`src/rtl/tsalrt_defines.vh`:
```
// shared constants for the sensor bus pin and alert logic
`ifndef TSALRT_DEFINES_VH
`define TSALRT_DEFINES_VH
`define TSALRT_TYPE_SENSOR   4'h5    // type identifier, value arbitrary
`define TSALRT_TYPE_MEMORY   4'h3    // type identifier, value arbitrary
`define TSALRT_ARA_ADDR      7'h0C
`define TSALRT_BIT_RW        0
`define TSALRT_ACK_BIT       4'h8
`define TSALRT_LAST_BIT      4'h7
`define TSALRT_SYNC_RST      1'b1
`define TSALRT_PRE_BIT       4'hF
`define TSALRT_STRAP_WAIT    2'h2
`endif

```
`src/rtl/tsalrt_core.v`:
```
// two-wire slave front end: address match, ack, read data shift and alert pin
`timescale 1ns/100ps
`include "tsalrt_defines.vh"

// Function
// RQ1 - data bits sampled on each detected rising serial clock edge
// RQ2 - read data changes only after a falling serial clock edge
// RQ3 - data line only pulled low or released, never driven high
// RQ4 - master keeps serial clock high while bus is idle
// RQ5 - alert asserts when temperature leaves the high and low limits
// RQ6 - alert_mode_select picks interrupt or comparator behaviour
// RQ7 - alert active low after reset; alert_polarity_select makes it active high
// RQ8 - host keeps shared alert lines active low
// RQ9 - host may query the alert response address to find the alerter
// RQ10 - three low address bits come from address_strap_pins
// RQ11 - floating strap pins read as zero
// RQ12 - upper four address bits are the fixed type identifier per function
// RQ13 - direction bit after address: one reads, zero writes
// RQ14 - matching address acknowledged, mismatch not acknowledged and returns idle
// RQ15 - acknowledge holds data low across the whole ninth clock
// RQ16 - clock edges, start and stop found by sampling, state follows them
module tsalrt_core (
    input  wire       i_clock,
    input  wire       i_sys_rst,
    input  wire       i_scl,
    input  wire       i_sda,
    input  wire [2:0] i_address_strap_pins,
    input  wire       i_alert_mode_select,
    input  wire       i_alert_polarity_select,
    input  wire       i_temp_above_high,
    input  wire       i_temp_below_low,
    input  wire       i_alert_clear,
    input  wire [7:0] i_read_data,
    output reg        o_sda_out,
    output reg        o_sda_oe_n,
    output reg        o_alert_out,
    output reg        o_alert_oe_n,
    output reg        o_addr_hit,
    output reg        o_sensor_sel,
    output reg        o_read_dir,
    output reg        o_byte_valid,
    output reg  [7:0] o_byte_data,
    output reg        o_read_req
);
    // ****************************************
    // pin synchronisers
    // ****************************************
    wire scl_s;
    wire sda_s;
    wire [2:0] strap_s;
    tsalrt_sync #(.RST_VAL(1'b1)) u_scl (.i_clock(i_clock), .i_sys_rst(i_sys_rst),
        .i_async(i_scl), .o_sync(scl_s));
    tsalrt_sync #(.RST_VAL(1'b1)) u_sda (.i_clock(i_clock), .i_sys_rst(i_sys_rst),
        .i_async(i_sda), .o_sync(sda_s));
    tsalrt_sync #(.RST_VAL(1'b0)) u_a0 (.i_clock(i_clock), .i_sys_rst(i_sys_rst),
        .i_async(i_address_strap_pins[0]), .o_sync(strap_s[0]));
    tsalrt_sync #(.RST_VAL(1'b0)) u_a1 (.i_clock(i_clock), .i_sys_rst(i_sys_rst),
        .i_async(i_address_strap_pins[1]), .o_sync(strap_s[1]));
    tsalrt_sync #(.RST_VAL(1'b0)) u_a2 (.i_clock(i_clock), .i_sys_rst(i_sys_rst),
        .i_async(i_address_strap_pins[2]), .o_sync(strap_s[2]));

    // ****************************************
    // edge and condition detection
    // ****************************************
    reg  scl_d_ff;
    reg  sda_d_ff;
    wire scl_rise = scl_s & ~scl_d_ff;
    wire scl_fall = ~scl_s & scl_d_ff;
    wire start_c  = scl_s & scl_d_ff & sda_d_ff & ~sda_s;   // RQ16
    wire stop_c   = scl_s & scl_d_ff & ~sda_d_ff & sda_s;   // RQ16

    localparam [3:0] ST_IDLE = 4'b0001;
    localparam [3:0] ST_ADDR = 4'b0010;
    localparam [3:0] ST_WR   = 4'b0100;
    localparam [3:0] ST_RD   = 4'b1000;

    reg [3:0] state_ff;
    reg [3:0] nxt_state;
    reg [3:0] bit_cnt_ff;
    reg [7:0] shift_ff;
    reg [7:0] tx_ff;
    reg       ack_phase_ff;
    reg       master_nack_ff;
    reg       alert_act_ff;
    reg [3:0] strap_cap_ff;     // [3] marks captured

    reg [1:0] strap_age_ff;     // edges since reset release

    // straps caught once after reset release; pull-downs give zero when open
    // the wait lets the synchronisers drop their reset value first
    always @(posedge i_clock) begin
        if (i_sys_rst) begin
            strap_cap_ff <= 4'h0;
            strap_age_ff <= 2'h0;
        end else if (strap_age_ff != `TSALRT_STRAP_WAIT) begin
            strap_age_ff <= strap_age_ff + 2'h1;
        end else if (!strap_cap_ff[3]) begin
            strap_cap_ff <= {1'b1, strap_s};   // RQ10 RQ11
        end
    end

    wire [6:0] addr_sens = {`TSALRT_TYPE_SENSOR, strap_cap_ff[2:0]};   // RQ12
    wire [6:0] addr_mem  = {`TSALRT_TYPE_MEMORY, strap_cap_ff[2:0]};   // RQ12
    wire [7:0] rx_byte   = {shift_ff[6:0], sda_s};
    wire hit_s   = rx_byte[7:1] == addr_sens;
    wire hit_m   = rx_byte[7:1] == addr_mem;
    wire hit_ara = (rx_byte[7:1] == `TSALRT_ARA_ADDR) && alert_act_ff && rx_byte[0];
    // alert response returns the own address, else the supplied read data
    wire       ara_sel = o_addr_hit && o_sensor_sel && (shift_ff[7:1] == `TSALRT_ARA_ADDR);
    wire [7:0] tx_load = ara_sel ? {addr_sens, 1'b1} : i_read_data;   // RQ9

    // ****************************************
    // protocol state machine
    // ****************************************
    always @* begin
        nxt_state = state_ff;
        case (state_ff)
            ST_IDLE: nxt_state = ST_IDLE;
            ST_ADDR: begin
                if (scl_fall && ack_phase_ff && !o_addr_hit) begin
                    nxt_state = ST_IDLE;           // RQ14
                end else if (scl_fall && ack_phase_ff) begin
                    nxt_state = o_read_dir ? ST_RD : ST_WR;   // RQ13
                end
            end
            ST_WR:   nxt_state = ST_WR;
            ST_RD: begin
                if (scl_fall && ack_phase_ff && master_nack_ff) begin
                    nxt_state = ST_IDLE;
                end
            end
            default: nxt_state = ST_IDLE;
        endcase
        if (start_c) begin
            nxt_state = ST_ADDR;
        end else if (stop_c) begin
            nxt_state = ST_IDLE;
        end
    end

    // bit counting and data line control, all on detected edges
    always @(posedge i_clock) begin
        if (i_sys_rst) begin
            scl_d_ff       <= 1'b1;
            sda_d_ff       <= 1'b1;
            state_ff       <= ST_IDLE;
            bit_cnt_ff     <= 4'h0;
            shift_ff       <= 8'h00;
            tx_ff          <= 8'h00;
            ack_phase_ff   <= 1'b0;
            master_nack_ff <= 1'b0;
            o_sda_out      <= 1'b0;
            o_sda_oe_n     <= 1'b1;
            o_addr_hit     <= 1'b0;
            o_sensor_sel   <= 1'b0;
            o_read_dir     <= 1'b0;
            o_byte_valid   <= 1'b0;
            o_byte_data    <= 8'h00;
            o_read_req     <= 1'b0;
        end else begin
            scl_d_ff     <= scl_s;
            sda_d_ff     <= sda_s;
            state_ff     <= nxt_state;
            o_sda_out    <= 1'b0;                // RQ3
            o_byte_valid <= 1'b0;
            o_read_req   <= 1'b0;
            if (start_c || stop_c) begin
                // the start's own clock fall wraps this to bit 0
                bit_cnt_ff   <= `TSALRT_PRE_BIT;
                ack_phase_ff <= 1'b0;
                o_sda_oe_n   <= 1'b1;
                o_addr_hit   <= 1'b0;
            end else if (scl_rise && state_ff != ST_IDLE) begin
                if (bit_cnt_ff == `TSALRT_ACK_BIT) begin
                    master_nack_ff <= sda_s;
                end else begin
                    shift_ff <= rx_byte;        // RQ1
                end
                if (bit_cnt_ff == `TSALRT_LAST_BIT && state_ff == ST_ADDR) begin
                    o_addr_hit   <= hit_s | hit_m | hit_ara;
                    o_sensor_sel <= hit_s | hit_ara;
                    o_read_dir   <= rx_byte[`TSALRT_BIT_RW];
                    o_read_req   <= (hit_s | hit_m) & rx_byte[`TSALRT_BIT_RW];
                end
                if (bit_cnt_ff == `TSALRT_LAST_BIT && state_ff == ST_WR) begin
                    o_byte_valid <= 1'b1;
                    o_byte_data  <= rx_byte;
                end
            end else if (scl_fall && state_ff != ST_IDLE) begin
                // the data line moves only here, or is released at start and stop, so it settles before the next rise
                if (bit_cnt_ff == `TSALRT_ACK_BIT) begin
                    bit_cnt_ff   <= 4'h0;
                    ack_phase_ff <= 1'b0;
                    if (nxt_state == ST_RD) begin
                        tx_ff      <= tx_load;
                        o_sda_oe_n <= tx_load[7];   // RQ2
                    end else begin
                        o_sda_oe_n <= 1'b1;
                    end
                end else if (bit_cnt_ff == `TSALRT_LAST_BIT) begin
                    bit_cnt_ff   <= `TSALRT_ACK_BIT;
                    ack_phase_ff <= 1'b1;
                    // ack holds low over the full ninth clock
                    o_sda_oe_n   <= (state_ff == ST_RD) ? 1'b1 :
                                    (state_ff == ST_ADDR) ? ~o_addr_hit : 1'b0;   // RQ15 RQ14
                end else begin
                    bit_cnt_ff <= bit_cnt_ff + 4'h1;
                    if (state_ff == ST_RD) begin
                        o_sda_oe_n <= tx_ff[6];     // RQ2 RQ3
                        tx_ff      <= {tx_ff[6:0], 1'b1};
                    end else begin
                        o_sda_oe_n <= 1'b1;
                    end
                end
            end
        end
    end

    // ****************************************
    // alert output
    // ****************************************
    wire out_of_lim = i_temp_above_high | i_temp_below_low;   // RQ5
    always @(posedge i_clock) begin
        if (i_sys_rst) begin
            alert_act_ff <= 1'b0;
            o_alert_out  <= 1'b0;
            o_alert_oe_n <= 1'b1;                 // inactive low-polarity = released
        end else begin
            if (i_alert_mode_select) begin
                // interrupt: sticky, event wins over a clear in the same cycle
                if (out_of_lim) begin
                    alert_act_ff <= 1'b1;         // RQ6
                end else if (i_alert_clear || (ara_sel && state_ff == ST_RD)) begin
                    alert_act_ff <= 1'b0;
                end
            end else begin
                alert_act_ff <= out_of_lim;       // RQ6
            end
            o_alert_out  <= 1'b0;
            // open drain: pulled low when the asserted level is low
            o_alert_oe_n <= ~(alert_act_ff ^ i_alert_polarity_select);   // RQ7
        end
    end
endmodule

```
`src/rtl/tsalrt_sync.v`:
```
// two-flop synchroniser for pins from outside the clock domain
`timescale 1ns/100ps
module tsalrt_sync #(
    parameter RST_VAL = 1'b1
) (
    input  wire i_clock,
    input  wire i_sys_rst,
    input  wire i_async,
    output wire o_sync
);
    reg meta_ff;
    reg sync_ff;
    // first stage only feeds the second stage
    always @(posedge i_clock) begin
        if (i_sys_rst) begin
            meta_ff <= RST_VAL;
            sync_ff <= RST_VAL;
        end else begin
            meta_ff <= i_async;
            sync_ff <= meta_ff;
        end
    end
    assign o_sync = sync_ff;
endmodule

```
`config.mk`:
```
export PLATFORM = sky130hd
export DESIGN_NAME = tsalrt_core
export DESIGN_NICKNAME = d
export VERILOG_FILES = /design/src/rtl/tsalrt_core.v /design/src/rtl/tsalrt_sync.v
export VERILOG_INCLUDE_DIRS = /design/src /design/src/rtl
export SDC_FILE = /design/constraint.sdc
export NUM_CORES = 1
export LEC_CHECK = 0
export BUFFER_PORTS_ARGS = -buffer_cell sky130_fd_sc_hd__clkbuf_2
export CAP_MARGIN = 20
export CORE_MARGIN = 10
export CORE_UTILIZATION = 56
export DETAILED_ROUTE_END_ITERATION = 8
export PLACE_DENSITY = 0.83
export SYNTH_ARGS = -nofsm -noshare
export SYNTH_HDL_FRONTEND = slang
export SYNTH_SLANG_ARGS = --single-unit
```
`constraint.sdc`:
```
create_clock -name i_clock -period 2.25 [get_ports i_clock]
set_clock_uncertainty 0.05 [all_clocks]
set_input_delay 0 -clock i_clock [delete_from_list [all_inputs] [get_ports i_clock]]
set_output_delay 0 -clock i_clock [all_outputs]
set_load 0.05 [all_outputs]
```
* Word level (Yosys, flattened, before mapping) *
Index checks and enable logic that the tools add are counted.

word-level totals
  flip-flop bits (word level) = 59
  bits of input ports = 20
  output and inout port bits = 17

operators by class
  $add $sub $neg = 2
  equal/unequal tests = 16
  multiplexer cells = 29
  bitwise logic cells = 25
  reductions and logical operators = 31

operators by type and width
  cell                 number
  $mux 4               11
  $mux 7               4
  $reduce_and 3->1     5
  $eq 7x4->1 const B   2
  $eq 4x4->1 const B   3
  $logic_and 1x1->1    12
  $mux 1               12
  $not 1->1            12
  $pmux 4 s3           1
  $and 1x1->1          8
  $eq 4x3->1 const B   2
  $mux 8               1
  $reduce_and 2->1     4
  $eq 7x5->1           1
  $eq 7x6->1           1
  $ne 2x2->1 const B   3
  $reduce_and 6->1     1
  $reduce_bool 2->1    3
  $add 4x1->4 const B  1
  $eq 4x2->1 const B   1
  $ne 4x1->1 const B   1
  $or 1x1->1           4
  $reduce_or 4->1      1
  $ne 3x1->1 const B   1
  7 further kinds      8

* Logic depth before layout (Yosys ltp) *
Gate-level depths: netlist of the first run.

  depth in word-level cells = 11
  depth in mapped cells = 9

* Modules after synthesis *
A second synthesis of the first run with hierarchy kept.

unflattened totals
  cells, all modules = 294
  area total of the unflattened synthesis = 2671.3 µm²

by module, submodules not included
  module       times used  cells each  area each (µm²)  sequential area each (µm²)
  tsalrt_core  1           274         2408.6           980.9
  tsalrt_sync  5           4           52.6             40.0

* Worst setup path after synthesis of the first run *
Ideal clock, no wire load.

  kind = reg2reg
  start = reg o_addr_hit
  end = reg tx_ff[1]
  arrival time = 1784 ps
  data required time = 2067 ps
  slack = 283 ps
  cell stages (with the launch flop) = 6
  clock period less this slack = 1967 ps
  cell sequence = dfxtp_1 nor4bb_1 nand3_1 mux2_2 o211ai_1 a21oi_1

on the way
  cells in the longest elaborated chain, start to end = 9

RTL lines
  what                               line               source
  from (decl)                        tsalrt_core.v:38   output reg o_addr_hit,
  from (signal assigned)             tsalrt_core.v:180  o_addr_hit <= hit_s | hit_m | hit_ara;
  $logic_not 1->1                    tsalrt_core.v:120  if (scl_fall && ack_phase_ff && !o_addr_hit) begin
  $logic_and 1x1->1                  tsalrt_core.v:120
  $mux 4                             tsalrt_core.v:120
  $pmux 4 s3                         tsalrt_core.v:117  case (state_ff)
  $mux 4                             tsalrt_core.v:136  end else if (stop_c) begin
  $mux 4                             tsalrt_core.v:134  if (start_c) begin
  $eq 4x4->1                         tsalrt_core.v:194  if (nxt_state == ST_RD) begin
  $ne 2x1->1 (no source line)        --
  $reduce_and 6->1 (no source line)  --
  to (signal assigned)               tsalrt_core.v:195  tx_ff <= tx_load;
  to (signal assigned)               tsalrt_core.v:210  tx_ff <= {tx_ff[6:0], 1'b1};
  to (decl)                          tsalrt_core.v:81   reg [7:0] tx_ff;

Several ways; a longest one is shown, not always the timed one. The select of a mux whose other input is x is not followed.
A chain may end at the register's enable or synchronous reset.

* Worst setup path in the final report of the first run *
  start = reg shift_ff[6]
  end = reg alert_act_ff

on the way
  cells in the longest elaborated chain, start to end = 5

RTL lines
  what                         line               source
  from (decl)                  tsalrt_core.v:80   reg [7:0] shift_ff;
  from (signal assigned)       tsalrt_core.v:177  shift_ff <= rx_byte;
  $eq 7x4->1 (no source line)  --
  $logic_and 1x1->1            tsalrt_core.v:109  wire ara_sel = o_addr_hit && o_sensor_sel && (shift_ff[7:1] == `TSALRT_ARA_ADDR);
  $logic_and 1x1->1            tsalrt_core.v:233  end else if (i_alert_clear || (ara_sel && state_ff == ST_RD)) begin
  $logic_or 1x1->1             tsalrt_core.v:233
  $ne 3x1->1 (no source line)  --
  to (signal assigned)         tsalrt_core.v:237  alert_act_ff <= out_of_lim;
  to (decl)                    tsalrt_core.v:84   reg alert_act_ff;

Every way passes these cells.

==> results of run 1 <==
==> cell usage after synthesis, types with 3 or more instances <==
master	count	area [um^2]
nor2b_1	9	56.30
o21ai_1	5	25.02
mux2_2	3	33.78
inv_1	4	15.01
or2_2	6	37.54
ha_1	3	37.54
dfxtp_1	59	1181
buf_4	4	30.03
and3b_1	4	35.03
o211ai_1	4	30.03
nor4_1	3	18.77
mux2i_1	23	230.2
a21oi_1	22	110.1
nand4_1	3	18.77
nand3_1	4	20.02
xor2_1	4	35.03
nor2_1	46	172.7
nand2_1	5	18.77
nand2b_1	12	75.07
xnor2_1	4	35.03
clkbuf_1	9	33.78
==> registers in the layout (all words and copies together), names as in the netlist, 2 cells and up <==
signal	count
bit_cnt_ff	4
o_byte_data	8
shift_ff	8
state_ff	4
strap_age_ff	2
strap_cap_ff	4
tx_ff	7
==> worst paths after layout <==
check / startpoint / to
worst max-delay path: shift_ff[6] / alert_act_ff
worst min-delay path: i_sys_rst / bit_cnt_ff[3]
worst max register to register: shift_ff[6] / alert_act_ff
worst min register to register: u_scl.meta_ff / u_scl.o_sync
==> layout by cell type (no fill, tap or decap), types with 3 or more instances in the layout <==
| cell type | n |
|---|---|
| buf_4 | 7 |
| nand2b_1 | 12 |
| a21oi_1 | 22 |
| nand4_1 | 3 |
| clkbuf_8 | 9 |
| dfxtp_1 | 59 |
| xnor2_1 | 4 |
| nor2b_1 | 9 |
| or2_2 | 6 |
| inv_1 | 4 |
| o211ai_1 | 4 |
| o21ai_1 | 5 |
| nor4_1 | 3 |
| nand2_1 | 5 |
| clkbuf_2 | 34 |
| mux2_2 | 3 |
| mux2i_1 | 23 |
| clkinv_2 | 3 |
| dlygate4sd3_1 | 10 |
| nor2_1 | 46 |
| and3b_1 | 4 |
| ha_1 | 3 |
| xor2_1 | 4 |
| nand3_1 | 4 |
==> cell type report <==
class | count | area, um^2 | share of cell area, %
Multi-Input combinational cell | 201 | 1344 | 43.17
Sequential cell | 59 | 1181 | 37.94
Timing Repair Buffer | 51 | 322.8 | 10.37
Clock buffer | 11 | 131.4 | 4.220
Tap cell | 52 | 65.06 | 2.090
Clock inverter | 5 | 53.80 | 1.728
Inverter | 4 | 15.01 | 0.4823
==> kinds of logic (layout without fill, tap and decap cells) <==
family | after synthesis | count (layout) | share of synthesized area [%]
AO/OA/AOI/OAI | 48 | 48 | 12.02
AND/OR/NAND/NOR | 114 | 114 | 24.62
flip-flops | 59 | 59 | 44.87
other | 1 | 2 | 0.1424
buffers and inverters | 21 | 71 | 4.230
multiplexers | 26 | 26 | 10.03
XOR/XNOR | 8 | 8 | 2.661
adder cells (fa/ha/maj) | 3 | 3 | 1.426
==> power groups by stage <==
stage | combinational (uW) | sequential (uW) | clock [uW]
after floorplan | 163 | 1140 | 0
after global routing | 257 | 1130 | 986
final | 225 | 1130 | 925
after detailed placement | 207 | 1150 | 0
after global placement | 202 | 1140 | 0
after CTS | 225 | 1120 | 928
==> per-layer routing <==
metal	up-vias	wire length [um]	track usage (%)
met5	-	0	0
met3	8	419	5.239
met1	997	2597	19.30
met2	73	2871	26.99
met4	0	87	7.342
li1	1069	-	-
==> through the flow <==
stage	setup slack (ns)	util [%]	cell area [um^2]	std cells
after floorplan	0.2832	-	2636	281
after global placement	0.3854	63.63	2828	357
after detailed placement	0.3786	63.63	2828	357
after CTS	0.2153	70.05	3113	383
after global routing	0.09806	70.05	3113	383
final	0.1636	70.05	3113	383
==> flow_summary.ini, run 1 <==
[run]
maxCapViolations = 0

[critical_path]
cp_num_cells = 5
ff2ff_path_depth = 5
cpMaxStageDelayCell = dlygate4sd3_1
path_delay_family = simple AND/OR/NAND/NOR gates
cp-start-kind = register
critPathMaxFanout = 5
cp_num_buf_inv = 1
arrival_ns = 2.26
crit_type = reg2reg
cp-end-kind = register
crit_chain = nor4b_1, nand3_1, o21ai_1, a21oi_1, dlygate4sd3_1
max_stage_delay_ns = 0.58
r2r_slack_ns = 0.16
required_ns = 2.42

[place]
dp_hpwl_mm = 3.940
port_buffers = 34
place_congestion = 0.8552

[sta]
hold-worst-slack_ns = 0.03276
min_period_ns = 2.086
post-route-period-util_pct = 92.73
tns_ns = 0
rsz0062_at_grt = no
slew_viol_final = 0
finalSetupViolCount = 0
fmax_mhz = 479.3
hold_viol_final = 0

[final_layout]
syn2layout_area_growth_pct = 18.25
nets = 349
fill_cells = 339
diodes = 0
drive_above_1_share_pct = 22.36

[synthesis]
async_reset_ff_share_pct = 0
synth-main-ff-cell = dfxtp_1
syn_area_per_cell_um2 = 9.402
synth_edf_count = 0
synth_seq_cells = 59
yosysSeqAreaShare_pct = 44.87
syn-cell-area_um2 = 2633
syn-instance-count = 280
yosysWarnings = 0
synth.distinct_cells = 53

[power_and_ir_drop]
switching_power_uw = 573.2
combPwrFrac_pct = 9.9
ir_worst_vdd_mv = 0.5446
power_density_nw_per_um2 = 730.8
power.leakage_uw = 0.001286
clkPwrFrac_pct = 40.7
power_uw = 2275
p_seq_share_pct = 49.5
intPower_uw = 1702
swShare_pct = 25.19

[floorplanning]
core_um2 = 4444
die_w_um = 88.57
die_area_um2 = 7844
start_util_pct = 59.23
ios = 37
fp-row-count = 24
die_h_um = 88.57

[clocking]
ctsResizeCount = 0
clockBufferDepth = 2
post-cts-setup-buffers = 0
clkSlewWorstSetupHoldPaths_ns = 0.07
numCtsBuffers = 9
root_buffer = clkbuf_8
cts_tree = done
clkSinkCount = 59
clock_latency_ns = 0.34
cts_hold_buf = 10
htree_levels = 3

[drt]
drtAntennaViolNets = 0
firstDrtPassIters = 4
wirelength_mm = 5.975
via_count = 2147
drt-initial-drc-count = 207
vias_per_cell = 5.606
drcViolationCount = 0
wl_per_cell_um = 15.60

[global_routing]
grt_first_pass_wirelength_mm = 10.05
grt_remaining_overflow = 0
grt_max_degree = 37
antenna_found_initial = 0
track_usage_pct = 16.46
grt_pass1_vias = 2147

[hold_path]
min_path_type = in2reg
hold_depth = 2

[run_status]
status = finished clean
Power figures use the tool's default switching activity.
==> run 2: changes to the inputs <==
==> constraint.sdc (replaced) <==
create_clock -name i_clock -period 2.25 [get_ports i_clock]
set_clock_uncertainty 0.05 [all_clocks]
set_input_delay 0.3375 -clock i_clock [delete_from_list [all_inputs] [get_ports i_clock]]
set_output_delay 0.3375 -clock i_clock [all_outputs]
set_load 0.05 [all_outputs]
==> flow_summary.ini, run 2 (synthesized netlist as in run 1, its figures left out) <==
[final_layout]
drive_above_1_share_pct = 22.81
fill_cells = 359
reg.largest.list = o_byte_data: 8 flops, shift_ff: 8 flops, tx_ff: 7 flops
diodes = 0
finalNonFillerCells = 372
utilization_pct = 67.99
fin_area_um2 = 3022
syn2layout_area_growth_pct = 14.78
nets = 339
final_cell_mix = dfxtp_1, nor2_1, clkbuf_2, mux2i_1, a21oi_1
final_common_cell = dfxtp_1

[sta]
slew_viol_final = 0
tns_ns = 0
fmax_mhz = 514.1
min_period_ns = 1.945
hold_viol_final = 0
rsz0062_at_grt = no
finalSetupViolCount = 0
post-route-period-util_pct = 86.44

[clocking]
clkSinkCount = 59
ctsResizeCount = 0
root_buffer = clkbuf_8
clkSlewWorstSetupHoldPaths_ns = 0.06
cts_hold_buf = 0
clock_latency_ns = 0.34
post-cts-setup-buffers = 0
clockBufferDepth = 2
htree_levels = 3
numCtsBuffers = 9
cts_tree = done

[drt]
vias_per_cell = 5.581
drtAntennaViolNets = 0
drcViolationCount = 0
wirelength_mm = 5.555
firstDrtPassIters = 4
via_count = 2076
drt-initial-drc-count = 159
wl_per_cell_um = 14.93

[power_and_ir_drop]
clkPwrFrac_pct = 42.1
switching_power_uw = 555.2
swShare_pct = 24.12
power.leakage_uw = 0.001245
power_density_nw_per_um2 = 761.8
p_seq_share_pct = 48.8
combPwrFrac_pct = 9.1
ir_worst_vdd_mv = 0.6978
power_uw = 2302
intPower_uw = 1747

[place]
place_congestion = 0.8505
dp_hpwl_mm = 3.893
placed_cell_area_um2 = 2828
port_buffers = 34
dp_cells = 357

[critical_path]
max_stage_delay_ns = 0.34
arrival_ns = 2.15
cp-end-kind = register
crit_type = reg2reg
crit_chain = inv_1, ha_1, and3b_1, nand4_1, a211oi_2, buf_4, nor2_1, a311oi_1
critPathMaxFanout = 12
path_delay_family = compound AO/OA/AOI/OAI gates
cpMaxStageDelayCell = dfxtp_1
required_ns = 2.45
cp_num_buf_inv = 2
cp-start-kind = register

[floorplanning]
die_area_um2 = 7844
fp-row-count = 24
ios = 37
core_um2 = 4444
die_h_um = 88.57
start_util_pct = 59.23
die_w_um = 88.57

[global_routing]
grt_remaining_overflow = 0
grt_first_pass_wirelength_mm = 9.397
antenna_found_initial = 0
track_usage_pct = 15.27
grt_max_degree = 33
grt_pass1_vias = 2032

[hold_path]
min_path_type = in2reg

[run]
maxCapViolations = 0

[run_status]
status = finished clean
-- run 2: cell count changes in the layout (fill, tap and decap cells not counted), sizes merged --
cell	before	now
dlygate4sd3	10	0
clkinv	4	1
clkbuf	45	47
-- run 2: cell type report --
class,instances,area (um^2),share of cell area (%)
multi-input cells,201,1344,44.47
flip-flops and latches,59,1181,39.09
repair buffers,41,222.7,7.371
clock buffers,13,158.9,5.259
well taps,52,65.06,2.153
clock inverters,2,35.03,1.159
inverters,4,15.01,0.4969
-- run 2: final timing paths --
kind	end	cells after the start	slack [ns]	startpoint
setup / recovery	tx_ff[0]	8	0.31	bit_cnt_ff[1]
hold / removal	u_scl.meta_ff	2	0.13	i_scl
setup reg to reg	tx_ff[0]	8	0.31	bit_cnt_ff[1]
hold reg to reg	u_sda.o_sync	1	0.36	u_sda.meta_ff
-- run 2: through the flow --
| step | setup slack (ns) | hold slack, ns |
|---|---|---|
| after floorplan | 0.2832 | 0.3395 |
| after global placement | 0.3841 | 0.3434 |
| after detailed placement | 0.3641 | 0.3522 |
| after CTS | 0.3375 | 0.1256 |
| after global routing | 0.1392 | 0.1320 |
| final | 0.3050 | 0.1296 |
-- run 2: power by group through the flow --
stage | Combinational, uW | Sequential (uW) | Clock [uW]
4_1_cts | 211 | 1120 | 980
3_5_place_dp | 207 | 1150 | 0
3_3_place_gp | 202 | 1140 | 0
2_1_floorplan | 163 | 1140 | 0
6_report | 209 | 1120 | 969
5_1_grt | 241 | 1130 | 1040
-- run 2: metal layers --
| metal | wire, um | GRT usage (%) | vias to the layer above |
|---|---|---|---|
| li1 | - | - | 1051 |
| met1 | 2544 | 18.52 | 960 |
| met2 | 2518 | 23.71 | 54 |
| met3 | 386 | 5.515 | 11 |
| met4 | 106 | 7.048 | 0 |
| met5 | 0 | 0 | - |
